<file path="src/inc/dio_port_params.svh">
// Register map, mode codes, reset values and field widths of the DIO port
`ifndef DIO_PORT_PARAMS_SVH
`define DIO_PORT_PARAMS_SVH

// Register indices; byte address is four times the index
`define DIO_IDX_MODE1   10'h003
`define DIO_IDX_LINES_A 10'h004
`define DIO_IDX_LINES_B 10'h005
`define DIO_IDX_LINES_C 10'h006
`define DIO_IDX_MODE2   10'h007

// Word alignment of the register bus
`define DIO_ADDR_LSB    2
`define DIO_ALIGN_ZERO  2'h0

// Mode field codes
`define DIO_MODE_PRESET 2'h1
`define DIO_MODE_DIR    2'h2
`define DIO_MODE_NORMAL 2'h3

// Reset values
`define DIO_MODE_RST    2'h3
`define DIO_LINE_RST    8'h00

// Field and bus widths
`define DIO_MODE_W      2
`define DIO_DATA_W      32
`define DIO_BANKS       3

`endif

</file>
<file path="src/inc/dio_port_pkg.sv">
// Shared types of the DIO port
package dio_port_pkg;

  // Two-bit access mode of a data register group
  typedef logic [1:0] mode_t;

  // APB data word
  typedef logic [31:0] word_t;

endpackage : dio_port_pkg

</file>
<file path="src/inc/dio_bank_if.sv">
// Link between the register front end and one byte-wide line bank
`timescale 1ns/100ps
interface dio_bank_if #(
  parameter int W = 8
);
  logic                 wr_en;      // One-cycle write strobe
  logic [W-1:0]         wdata;      // Written byte
  dio_port_pkg::mode_t  mode;       // Governing access mode
  logic [W-1:0]         pins_sync;  // Synchronised pin levels
  logic [W-1:0]         level;      // Output level latch
  logic [W-1:0]         dir;        // Direction, 1 = output
  logic [W-1:0]         rdata;      // Mode dependent read value

  // Front end side
  modport ctrl (output wr_en, wdata, mode, pins_sync, input level, dir, rdata);
  // Bank side
  modport bank (input wr_en, wdata, mode, pins_sync, output level, dir, rdata);
endinterface : dio_bank_if

</file>
<file path="src/core/dio_in_sync.sv">
// Two-flop synchroniser for the input pin levels
`timescale 1ns/100ps
module dio_in_sync #(
  parameter int W = 24
) (
  input  wire logic         clk,
  input  wire logic         rst,
  input  wire logic [W-1:0] async_in,
  output logic      [W-1:0] sync_out
);

  logic [W-1:0] meta_r;  // First stage, read only by second stage

  // Both stages clear on reset
  always_ff @(posedge clk) begin
    if (rst) begin
      meta_r   <= '0;
      sync_out <= '0;
    end else begin
      meta_r   <= async_in;
      sync_out <= meta_r;
    end
  end

endmodule : dio_in_sync

</file>
<file path="src/core/dio_line_bank.sv">
// One byte-wide bank of lines: level latch, direction and read mux
`timescale 1ns/100ps
`include "dio_port_params.svh"
module dio_line_bank (
  input wire logic clk,
  input wire logic rst,
  dio_bank_if.bank bif
);

  // Level latch shared by preset and normal writes
  always_ff @(posedge clk) begin
    if (rst) begin
      bif.level <= `DIO_LINE_RST;
    end else if (bif.wr_en && bif.mode == `DIO_MODE_PRESET) begin
      bif.level <= bif.wdata;
    end else if (bif.wr_en && bif.mode == `DIO_MODE_NORMAL) begin
      // Input bits keep their old latch value
      bif.level <= (bif.wdata & bif.dir) | (bif.level & ~bif.dir);
    end
  end

  // Direction bits, 1 = drive
  always_ff @(posedge clk) begin
    if (rst) begin
      bif.dir <= `DIO_LINE_RST;
    end else if (bif.wr_en && bif.mode == `DIO_MODE_DIR) begin
      bif.dir <= bif.wdata;
    end
  end

  // Read value per mode; unused code reads zero
  always_comb begin
    unique case (bif.mode)
      `DIO_MODE_PRESET: bif.rdata = bif.level;
      `DIO_MODE_DIR:    bif.rdata = bif.dir;
      `DIO_MODE_NORMAL: bif.rdata = (bif.pins_sync & ~bif.dir) | (bif.level & bif.dir);
      default:          bif.rdata = `DIO_LINE_RST;
    endcase
  end

endmodule : dio_line_bank

</file>
<file path="src/core/dio_port_top.sv">
// APB register front end of the mode switched 24-line DIO port
`timescale 1ns/100ps
`include "dio_port_params.svh"
module dio_port_top #(
  parameter int ADDR_W = 12,  // APB address width
  parameter int LINE_W = 8    // Lines per data register
) (
  input  wire logic                        clk,
  input  wire logic                        rst,
  input  wire logic                        psel,
  input  wire logic                        penable,
  input  wire logic                        pwrite,
  input  wire logic [ADDR_W-1:0]           paddr,
  input  wire logic [31:0]                 pwdata,
  input  wire logic [3:0]                  pstrb,
  output dio_port_pkg::word_t              prdata,
  output logic                             pready,
  output logic                             pslverr,
  input  wire logic [`DIO_BANKS*LINE_W-1:0] pin_in,
  output logic      [`DIO_BANKS*LINE_W-1:0] pin_out,
  output logic      [`DIO_BANKS*LINE_W-1:0] pin_oe
);

  localparam int IDX_W = ADDR_W - `DIO_ADDR_LSB;  // Register index width
  localparam int NL    = `DIO_BANKS * LINE_W;     // Total line count

  // Register index of a byte address
  function automatic logic [IDX_W-1:0] reg_index(input logic [ADDR_W-1:0] a);
    reg_index = a[ADDR_W-1:`DIO_ADDR_LSB];
  endfunction : reg_index

  // Byte address is word aligned
  function automatic logic is_aligned(input logic [ADDR_W-1:0] a);
    is_aligned = (a[`DIO_ADDR_LSB-1:0] == `DIO_ALIGN_ZERO);
  endfunction : is_aligned

  // Address selects line bank number b
  function automatic logic bank_hit(input logic [ADDR_W-1:0] a, input int b);
    bank_hit = is_aligned(a) && (reg_index(a) == IDX_W'(`DIO_IDX_LINES_A + b));
  endfunction : bank_hit

  // Address selects the given register index
  function automatic logic idx_hit(input logic [ADDR_W-1:0] a, input logic [9:0] idx);
    idx_hit = is_aligned(a) && (reg_index(a) == IDX_W'(idx));
  endfunction : idx_hit

  // APB phases
  logic setup_ph;    // Setup cycle
  logic access_ph;   // Access cycle, completes now
  logic wr_take;     // Write of byte lane 0 takes effect
  assign setup_ph  = psel && !penable;
  assign access_ph = psel && penable;
  assign wr_take   = access_ph && pwrite && pstrb[0];

  // Zero wait state slave
  assign pready = 1'b1;

  // Mode registers
  dio_port_pkg::mode_t mode1_r;   // first_port_mode_field
  dio_port_pkg::mode_t mode2_r;   // second_port_mode_field

  // Synchronised pin levels
  logic [NL-1:0] pins_sync;

  // Per-bank read values
  logic [LINE_W-1:0] bank_rd [`DIO_BANKS];

  // Read multiplexer output and decode error
  dio_port_pkg::word_t rd_nxt;
  logic                err_nxt;

  // Mode register of the first port; upper bits dropped
  always_ff @(posedge clk) begin
    if (rst) begin
      mode1_r <= `DIO_MODE_RST;
    end else if (wr_take && idx_hit(paddr, `DIO_IDX_MODE1)) begin
      mode1_r <= pwdata[`DIO_MODE_W-1:0];
    end
  end

  // Mode register that governs the three line registers
  always_ff @(posedge clk) begin
    if (rst) begin
      mode2_r <= `DIO_MODE_RST;
    end else if (wr_take && idx_hit(paddr, `DIO_IDX_MODE2)) begin
      mode2_r <= pwdata[`DIO_MODE_W-1:0];
    end
  end

  // Input synchroniser for all lines
  dio_in_sync #(
    .W (NL)
  ) u_sync (
    .clk      (clk),
    .rst      (rst),
    .async_in (pin_in),
    .sync_out (pins_sync)
  );

  // Three line banks, each governed by the second mode register
  for (genvar i = 0; i < `DIO_BANKS; i++) begin : g_bank
    dio_bank_if #(.W(LINE_W)) bif ();
    // Strobe and data towards the bank
    assign bif.wr_en     = wr_take && bank_hit(paddr, i);
    assign bif.wdata     = pwdata[LINE_W-1:0];
    assign bif.mode      = mode2_r;
    assign bif.pins_sync = pins_sync[i*LINE_W +: LINE_W];
    // Pins and read value back from the bank
    assign pin_out[i*LINE_W +: LINE_W] = bif.level;
    assign pin_oe[i*LINE_W +: LINE_W]  = bif.dir;
    assign bank_rd[i] = bif.rdata;
    dio_line_bank u_bank (
      .clk (clk),
      .rst (rst),
      .bif (bif.bank)
    );
  end

  // Read value and decode error for the current address
  always_comb begin
    rd_nxt  = '0;
    err_nxt = 1'b0;
    if (idx_hit(paddr, `DIO_IDX_MODE1)) begin
      // Upper bits read zero
      rd_nxt = `DIO_DATA_W'(mode1_r);
    end else if (idx_hit(paddr, `DIO_IDX_MODE2)) begin
      rd_nxt = `DIO_DATA_W'(mode2_r);
    end else if (bank_hit(paddr, 0)) begin
      rd_nxt = `DIO_DATA_W'(bank_rd[0]);
    end else if (bank_hit(paddr, 1)) begin
      rd_nxt = `DIO_DATA_W'(bank_rd[1]);
    end else if (bank_hit(paddr, 2)) begin
      rd_nxt = `DIO_DATA_W'(bank_rd[2]);
    end else begin
      // Unmapped or misaligned address
      err_nxt = 1'b1;
    end
  end

  // Read data captured in the setup cycle
  always_ff @(posedge clk) begin
    if (rst) begin
      prdata <= '0;
    end else if (setup_ph) begin
      prdata <= pwrite ? '0 : rd_nxt;
    end
  end

  // Error flag captured in the setup cycle
  always_ff @(posedge clk) begin
    if (rst) begin
      pslverr <= 1'b0;
    end else if (setup_ph) begin
      pslverr <= err_nxt;
    end else if (!psel) begin
      pslverr <= 1'b0;
    end
  end

  // Access phase helpers
  logic acc_rd;
  logic acc_wr;
  assign acc_rd = access_ph && !pwrite;
  assign acc_wr = wr_take;
endmodule : dio_port_top

</file>
<file path="config.mk">
export PLATFORM = sky130hd
export DESIGN_NAME = dio_port_top
export DESIGN_NICKNAME = d
export VERILOG_FILES = /design/src/inc/dio_port_pkg.sv /design/src/inc/dio_bank_if.sv /design/src/core/dio_in_sync.sv /design/src/core/dio_line_bank.sv /design/src/core/dio_port_top.sv
export VERILOG_INCLUDE_DIRS = /design/src /design/src/inc
export SDC_FILE = /design/constraint.sdc
export NUM_CORES = 1
export LEC_CHECK = 0
export ABC_AREA = 1
export CORE_ASPECT_RATIO = 1.75
export CORE_UTILIZATION = 65
export DETAILED_ROUTE_END_ITERATION = 7
export DONT_BUFFER_PORTS = 1
export GPL_TIMING_DRIVEN = 0
export PLACE_DENSITY = 0.86
export RECOVER_POWER = 100
export SLEW_MARGIN = 20
export SYNTH_ARGS = -nofsm -noshare
export SYNTH_HDL_FRONTEND = slang
export SYNTH_HIERARCHICAL = 1
export SYNTH_SLANG_ARGS = --single-unit
</file>
<file path="constraint.sdc">
create_clock -name clk -period 2.5 [get_ports clk]
set_input_delay 0.125 -clock clk [delete_from_list [all_inputs] [get_ports clk]]
set_output_delay 0.125 -clock clk [all_outputs]
set_load 0.05 [all_outputs]
</file>
==> results.yml, run 1 <==
synth:
  ys.flop_type: "dfxtp_1"
  yosysTopAreaCellShare_pct: 39.0
  synth_commonest_cells: "282 x nand2_1, 136 x nor2_1, 117 x inv_1"
  yosysSeqAreaShare_pct: 39.0
  synth_async_sr_flop_share_pct: 0
  synth_edf_count: 0
  post-synth-top-count-cell: "nand2_1"
  yosys.area.top_type: "dfxtp_1"
  synth-seq-cells: 109
  synth.yosys.warnings: 6
  avgSynthCellArea_um2: 6.55
  netlist_instances: 854
  syn_area_um2: 5590
  synth_area_leaders: "dfxtp_1 39%, nand2_1 19%, nor2_1 9.1%"
  synth.distinct_cells: 26
die:
  initial_utilization_pct: 67.2
  core_um2: 8310
  io_pins: 159
  dieHeight_um: 125
  rows: 44
  die_x_um: 72.1
  die_area_um2: 8990
clocking:
  cts-buffers-inserted: 9
  clk_pin_slew_ps: 80
  cts-resized-gates: 0
  clock_path_buffers: 2
  htree_levels: 3
  cts_root_buffer: "clkbuf_16"
  cts_sinks: 109
  cts_tree: "built"
  clk_latency_ps: 360
timing:
  min_period_ps: 2120
  tns_ps: 0
  rsz0062_at_grt: "no"
  fmax_mhz: 471
  fin_skew_ps: 6.77
  period_share_pct: 85.0
  finalSetupViolations: 0
  final_hold_viol_count: 2
  whs_ps: -6.78
  slew_headroom_pct: 57.1
  worst-slew-pin-transition_ps: 642
  report.final.slew_viol_count: 0
cells_and_area:
  antennaDiodeCount: 0
  drive_gt1_share_pct: 9.55
  nets: 1004
  fin_cells: 1047
  synthToLayoutAreaGrowth_pct: 14.6
global_route:
  grt_pass1_wl_mm: 24.4
  grt_usage_pct: 35.5
  overflow: 0
  antenna_found_initial: 0
  grt.busiest_layer: "met2"
  grt_max_degree: 21
  grt_use_met1_pct: 37.7
  met3_usage_pct: 7.36
  met2_usage_pct: 62.1
  grt_pass1_vias: 5113
status:
  status: "complete, but fails checks"
  failed_checks: "negative hold slack"
power:
  ir_worst_vdd_uv: 525
  powerDensity_nw_per_um2: 550
  leakage_nw: 3.58
placed_design:
  numPortBuffers: 0
  dp_hpwl_mm: 10.6
  place_congestion: 0.942
  place_inst: 992
worst_setup_path:
  r2r-end: "prdata[1]"
  crit_path_max_fanout: 14
  critPathArrivalTime_ps: 2410
  cp-end-kind: "flop"
  worstSetupPathType: "reg -> reg"
  r2r_start: "g_bank[0].bif.mode[0]"
  worst-r2r-cell-count: 11
  startpoint_type: "flop"
  regToRegSetupSlack_ps: 380
  required_ps: 2790
detailed_routing:
  antenna_left: 0
  vias_per_cell: 5.12
  wirelength_mm: 15.4
  drt-pass1-iter-count: 5
  drc: 0
  drtIter0Drc: 380
  avgRoutedWirePerCell_um: 14.7
  vias: 5361
worst_hold_path:
  holdPathStages: 4
  holdCritStartpoint: "pwdata[7]"
  hold_class: "in -> reg"
flow_run:
  drv_cap: 0
cell type report:
class                           instances  area, um2
Multi-Input combinational cell        593       2570
Sequential cell                       109       2180
Fill cell                             642       1910
Inverter                              129        484
Timing Repair Buffer                   39        390
Buffer                                 46        340
Clock buffer                            9        225
Tap cell                              115        144
Clock inverter                          7       67.6
where the power goes:
part	internal (mW)	total, mW	switching [mW]
logic	0.118	0.339	0.221
clock network	0.699	1.40	0.703
registers	1.77	1.78	0.0133
total	2.59	3.53	0.937
routing by layer:
layer / wire (um) / vias up
met1: 5640 / 2406
met2: 7810 / 232
met5: 0 / -
met4: 806 / 0
met3: 1140 / 45
li1: - / 2678
metrics by stage:
stage / worst slack, ps / power (mW) / cell area [um2] / hold WS, ps / utilization (%)
after floorplan: 967 / 2.06 / 5680 / 232 / -
after global placement: 596 / 2.09 / 5820 / 232 / 70.0
after detailed placement: 553 / 2.10 / 5820 / 235 / 70.0
after CTS: 537 / 3.52 / 6500 / 0.0268 / 78.2
after global routing: 220 / 3.64 / 6410 / 0.564 / 77.1
final: 375 / 3.53 / 6410 / -6.78 / 77.1
worst max-delay path by stage:
stage,end,slack (ps),cells past startpoint,from
floorplan,prdata[0],970,12,g_bank[0].u_bank/bif.dir[0]
global placement,prdata[0],600,10,g_bank[0].bif.mode[0]
detailed placement,prdata[0],550,10,g_bank[0].bif.mode[0]
CTS,prdata[0],540,10,g_bank[0].bif.mode[0]
global route,prdata[0],220,11,g_bank[0].bif.mode[0]
finish,prdata[1],380,11,g_bank[0].bif.mode[0]
cell families after synthesis:
| group | after synthesis | synth area share, % |
|---|---|---|
| AOI/OAI and AO/OA | 41 | 4.19 |
| DFF | 109 | 39.0 |
| and+or+nand+nor | 527 | 40.7 |
| other | 2 | 0.134 |
| buffers and inverters | 175 | 16.0 |
what timing repair did:
action | 4_1_cts | 5_1_grt
buffers inserted | 0 | 0
endpoints found under the hold margin | 65 | 0
hold buffers | 39 | 0
critical path: stages, from the launching register on:
cell and delay [ps]:
dfxtp_1 680, inv_1 130, nor2_1 490, nand2_1 110
nand3_1 120, nand3b_1 120, nand2_1 50, inv_1 60
nand2_1 50, nand2_1 80, nand2_1 70, a21oi_2 100
placed cells by master (no fill, tap or decap), types with 3 or more instances in the layout:
cell	count
buf_4	26
inv_6	3
clkbuf_1	9
conb_1	25
dlygate4sd3_1	39
nor2_2	8
clkbuf_8	3
nor2_1	137
o211ai_1	4
nor2_4	6
dfxtp_1	109
nand2_1	282
nand3_2	8
clkbuf_16	9
nand4_1	8
a21oi_1	32
buf_6	5
nand3_1	69
inv_2	6
nand2_4	3
inv_1	123
No activity file was read; power rests on OpenSTA's default activity.
==> run 2, diff against run 1 <==
--- a/config.mk
+++ b/config.mk
@@ -8,11 +8,11 @@
 export LEC_CHECK = 0
 export ABC_AREA = 1
 export CORE_ASPECT_RATIO = 1.75
-export CORE_UTILIZATION = 65
+export CORE_UTILIZATION = 64
 export DETAILED_ROUTE_END_ITERATION = 7
 export DONT_BUFFER_PORTS = 1
 export GPL_TIMING_DRIVEN = 0
-export PLACE_DENSITY = 0.86
+export PLACE_DENSITY = 0.85
 export RECOVER_POWER = 100
 export SLEW_MARGIN = 20
 export SYNTH_ARGS = -nofsm -noshare
==> constraint.sdc (replaced) <==
create_clock -name clk -period 2 [get_ports clk]
set_input_delay 0.1 -clock clk [delete_from_list [all_inputs] [get_ports clk]]
set_output_delay 0.1 -clock clk [all_outputs]
set_load 0.05 [all_outputs]
==> results.yml, run 2 (synthesis results as in run 1) <==
global_route:
  grt_pass1_vias: 5349
  overflow: 0
  antenna_found_initial: 0
  grt_pass1_wl_mm: 25.1
  grt_max_degree: 16
  grt_usage_pct: 36.1
power:
  ir_worst_vdd_uv: 635
  powerDensity_nw_per_um2: 677
  leakage_nw: 3.55
  total_power_mw: 4.32
detailed_routing:
  vias: 5469
  vias_per_cell: 5.23
  avgRoutedWirePerCell_um: 15.0
  antenna_left: 0
  wirelength_mm: 15.7
  drtIter0Drc: 364
  drc: 0
  drt-pass1-iter-count: 5
clocking:
  cts-buffers-inserted: 9
  clk_latency_ps: 350
  cts_tree: "built"
  cts_sinks: 109
  clk_pin_slew_ps: 70
  postCtsSetupBuffers: 0
  cts_root_buffer: "clkbuf_16"
  htree_levels: 3
  clock_path_buffers: 2
die:
  die_x_um: 72.7
  die_area_um2: 9130
  core_um2: 8370
  initial_utilization_pct: 66.8
  dieHeight_um: 126
  io_pins: 159
  rows: 44
cells_and_area:
  layout_common_cells: "282 x nand2_1, 137 x nor2_1, 123 x inv_1"
  antennaDiodeCount: 0
  nets: 1006
  drive_gt1_share_pct: 9.24
  layout_commonest_cell: "nand2_1"
  fin_area_um2: 6380
  fill_cells: 660
  synthToLayoutAreaGrowth_pct: 14.2
timing:
  worst-slew-pin-transition_ps: 642
  min_period_ps: 1800
  whs_ps: -0.337
  final_hold_viol_count: 1
  finalSetupViolations: 0
  fmax_mhz: 554
  fin_skew_ps: 7.96
  slew_headroom_pct: 57.2
  period_share_pct: 90.2
  report.final.slew_viol_count: 0
  tns_ps: 0
  rsz0062_at_grt: "no"
placed_design:
  dp_hpwl_mm: 10.7
  place_congestion: 0.906
  placed_area_um2: 5820
  numPortBuffers: 0
status:
  status: "complete, but fails checks"
  failed_checks: "negative hold slack"
worst_setup_path:
  required_ps: 2240
  worstSetupPathType: "in -> reg"
  crit_path_max_fanout: 10
  startpoint_type: "primary input"
  worst-r2r-cell-count: 11
  critPathArrivalTime_ps: 2050
  cp-end-kind: "flop"
worst_hold_path:
  holdPathStages: 4
  hold_class: "in -> reg"
flow_run:
  drv_cap: 0
run 2: cell count changes in the layout (fill, tap and decap cells not counted), moves of 2 or more:
cell,before,now
inv_6,3,0
clkbuf_8,3,5
dfxtp_1,109,107
dlygate4sd3_1,39,41
dfxtp_2,0,2
clkbuf_2,0,2
run 2: path summary, 6_finish.rpt:
| kind | slack [ps] | to | startpoint |
|---|---|---|---|
| worst min register to register | 400 | u_sync/sync_out[4] | u_sync/meta_r[4] |
| worst max register to register | 210 | prdata[0] | g_bank[1].u_bank/bif.dir[0] |
| worst min-delay path | -0.3 | flop | pwdata[5] |
| worst max-delay path | 200 | flop | paddr[7] |
run 2: layout make-up:
cell class,instances,area [um2],share of cell area (%)
Buffer,46,332,5.19
Tap cell,115,144,2.25
Inverter,129,484,7.59
Sequential cell,109,2180,34.2
Clock inverter,1,8.76,0.137
Clock buffer,12,256,4.02
Multi-Input combinational cell,593,2560,40.2
Timing Repair Buffer,41,410,6.43
run 2: power breakdown:
group	leakage (nW)	internal (mW)	switching, mW	total, mW
clock	0.131	0.895	0.755	1.65
combinational	2.53	0.150	0.286	0.436
sequential	0.888	2.22	0.0170	2.23
run 2: critical path, cell delays in order:
cell	delay, ps
nor2_1	200
nand2_4	110
nor2_4	130
nand2_2	120
clkbuf_2	230
nor2_1	170
nand2_1	70
inv_1	220
clkbuf_1	430
nand3_1	140
nand2_1	90
nor2_1	40
run 2: metal layers:
metal | vias to the layer above | track usage, % | part of all wire, %
met3 | 67 | 9.28 | 8.6
met1 | 2466 | 36.1 | 35
met4 | 0 | 24.5 | 6.2
li1 | 2675 | - | -
met2 | 261 | 63.5 | 51
met5 | - | 0 | 0
run 2: repair_timing:
action | in CTS | in global routing
setup endpoints to repair | 0 | 5
hold endpoints to repair | 74 | 0
hold buffers | 41 | 0
resized for setup | 0 | 2
run 2: through the flow:
| stage | util, % | cells | worst slack [ps] | hold slack, ps |
|---|---|---|---|---|
| floorplan | - | 877 | 467 | 207 |
| global placement | 69.6 | 992 | 82.0 | 207 |
| detailed placement | 69.6 | 992 | 51.9 | 210 |
| CTS | 77.6 | 1046 | 33.3 | 2.51 |
| global route | 76.3 | 1046 | 40.7 | 8.67 |
| finish | 76.3 | 1046 | 196 | -0.337 |
==> run 3, diff against run 2 <==
--- a/config.mk
+++ b/config.mk
@@ -8,11 +8,11 @@
 export LEC_CHECK = 0
 export ABC_AREA = 1
 export CORE_ASPECT_RATIO = 1.75
-export CORE_UTILIZATION = 64
+export CORE_UTILIZATION = 60
 export DETAILED_ROUTE_END_ITERATION = 7
 export DONT_BUFFER_PORTS = 1
 export GPL_TIMING_DRIVEN = 0
-export PLACE_DENSITY = 0.85
+export PLACE_DENSITY = 0.81
 export RECOVER_POWER = 100
 export SLEW_MARGIN = 20
 export SYNTH_ARGS = -nofsm -noshare
==> results.yml, run 3 (synthesis results as in run 1) <==
worst_setup_path:
  critical_path.top_delay_family: "simple AND/OR/NAND/NOR gates"
  required_ps: 2250
  crit_path_max_fanout: 10
  slowest_delay_ps: 440
  critPathArrivalTime_ps: 2100
  crit_buf_inv: 3
  slowest_stage: "clkbuf_1"
  cp_cell_sequence: "nor2_1 > nand2_4 > nor2_4 > nand2_1 > buf_6 > nor2_1 > nand2_1 > inv_1 > clkbuf_1 > nand3_1 > nand2_1 > nor2_1"
  worstSetupPathType: "in -> reg"
  startpoint_type: "primary input"
  cp-end-kind: "flop"
detailed_routing:
  avgRoutedWirePerCell_um: 14.7
  drc: 0
  drtIter0Drc: 298
  vias_per_cell: 5.15
  wirelength_mm: 15.5
  vias: 5432
  antenna_left: 0
  drt-pass1-iter-count: 5
die:
  initial_utilization_pct: 61.9
  die_area_um2: 9720
  core_um2: 9040
  die_x_um: 75.0
  dieHeight_um: 130
  io_pins: 159
  rows: 46
placed_design:
  place_ws_ps: 83.2
  dp_hpwl_mm: 10.9
  numPortBuffers: 0
  place_congestion: 0.944
timing:
  fmax_mhz: 541
  worst-slew-pin-transition_ps: 647
  final_hold_viol_count: 1
  report.final.slew_viol_count: 0
  period_share_pct: 92.4
  tns_ps: 0
  fin_skew_ps: 6.67
  finalSetupViolations: 0
  rsz0062_at_grt: "no"
  layout_setup_ws_ps: 152
  min_period_ps: 1850
  whs_ps: -4.69
  slew_headroom_pct: 56.8
clocking:
  cts_root_buffer: "clkbuf_16"
  postCtsSetupBuffers: 0
  clock_path_buffers: 2
  cts_tree: "built"
  htree_levels: 3
  clk_pin_slew_ps: 80
  cts-buffers-inserted: 9
  clk_latency_ps: 360
  cts_sinks: 109
global_route:
  grt_use_met1_pct: 33.5
  grt_max_degree: 20
  met3_usage_pct: 7.10
  antenna_found_initial: 1
  grt_usage_pct: 32.6
  grt_pass1_wl_mm: 23.4
  grt_pass1_vias: 4907
  grt.busiest_layer: "met2"
  met2_usage_pct: 56.9
  overflow: 0
cells_and_area:
  layout_commonest_cell: "nand2_1"
  synthToLayoutAreaGrowth_pct: 14.7
  nets: 1005
  layout_common_cells: "283 x nand2_1, 137 x nor2_1, 122 x inv_1"
  drive_gt1_share_pct: 9.65
power:
  powerDensity_nw_per_um2: 690
  ir_worst_vdd_uv: 820
  leakage_nw: 3.56
status:
  failed_checks: "negative hold slack"
  status: "complete, but fails checks"
worst_hold_path:
  hold_class: "in -> reg"
flow_run:
  drv_cap: 0
==> run 3: per-stage QoR <==
stage               instance area (um2)  total power [mW]  util, %  cells
global route                       6410              4.56     71.0   1054
floorplan                          5680              2.58        -    877
global placement                   5830              2.61     64.5    997
detailed placement                 5830              2.62     64.5    997
CTS                                6520              4.43     72.2   1053
finish                             6410              4.42     71.0   1054
==> run 3: cell type report <==
type / count / area, um2
Fill cell: 797 / 2620
Multi-Input combinational cell: 593 / 2560
Sequential cell: 109 / 2180
Inverter: 129 / 484
Timing Repair Buffer: 40 / 400
Buffer: 46 / 338
Clock buffer: 10 / 239
Tap cell: 120 / 150
Clock inverter: 6 / 53.8
Antenna cell: 1 / 2.50
==> run 3: path summary, 6_finish.rpt <==
check                                                 start             endpoint  slack, ps  cells past startpoint
worst max-delay path                               paddr[7]                 flop        150                     12
worst min-delay path                              pwdata[7]                 flop         -5                      4
worst max register to register  g_bank[0].u_bank/bif.dir[1]            prdata[1]        200                     12
worst min register to register            u_sync/meta_r[16]  u_sync/sync_out[16]        400                      2
==> run 3: timing repair <==
action                                  in CTS  in global routing
endpoints found under the setup margin       0                  6
resized for setup                            0                  2
hold endpoints to repair                    78                  0
hold buffers                                40                  0
==> run 3: power by group <==
group	internal (mW)	switching [mW]	total, mW
combinational	0.149	0.280	0.429
clock	0.902	0.863	1.76
sequential	2.21	0.0177	2.23
total	3.26	1.16	4.42
==> run 3: per-layer routing <==
metal	share of wire [%]	wire, um
met1	35	5420
met2	50	7790
met3	8.0	1240
met4	6.5	1000
met5	0	0
==> run 3: tightest hold or removal path: cells and delay by family <==
| kind | cells | cell delay, ps |
|---|---|---|
| buf+inv | 1 | 40 |
| simple gates | 3 | 180 |
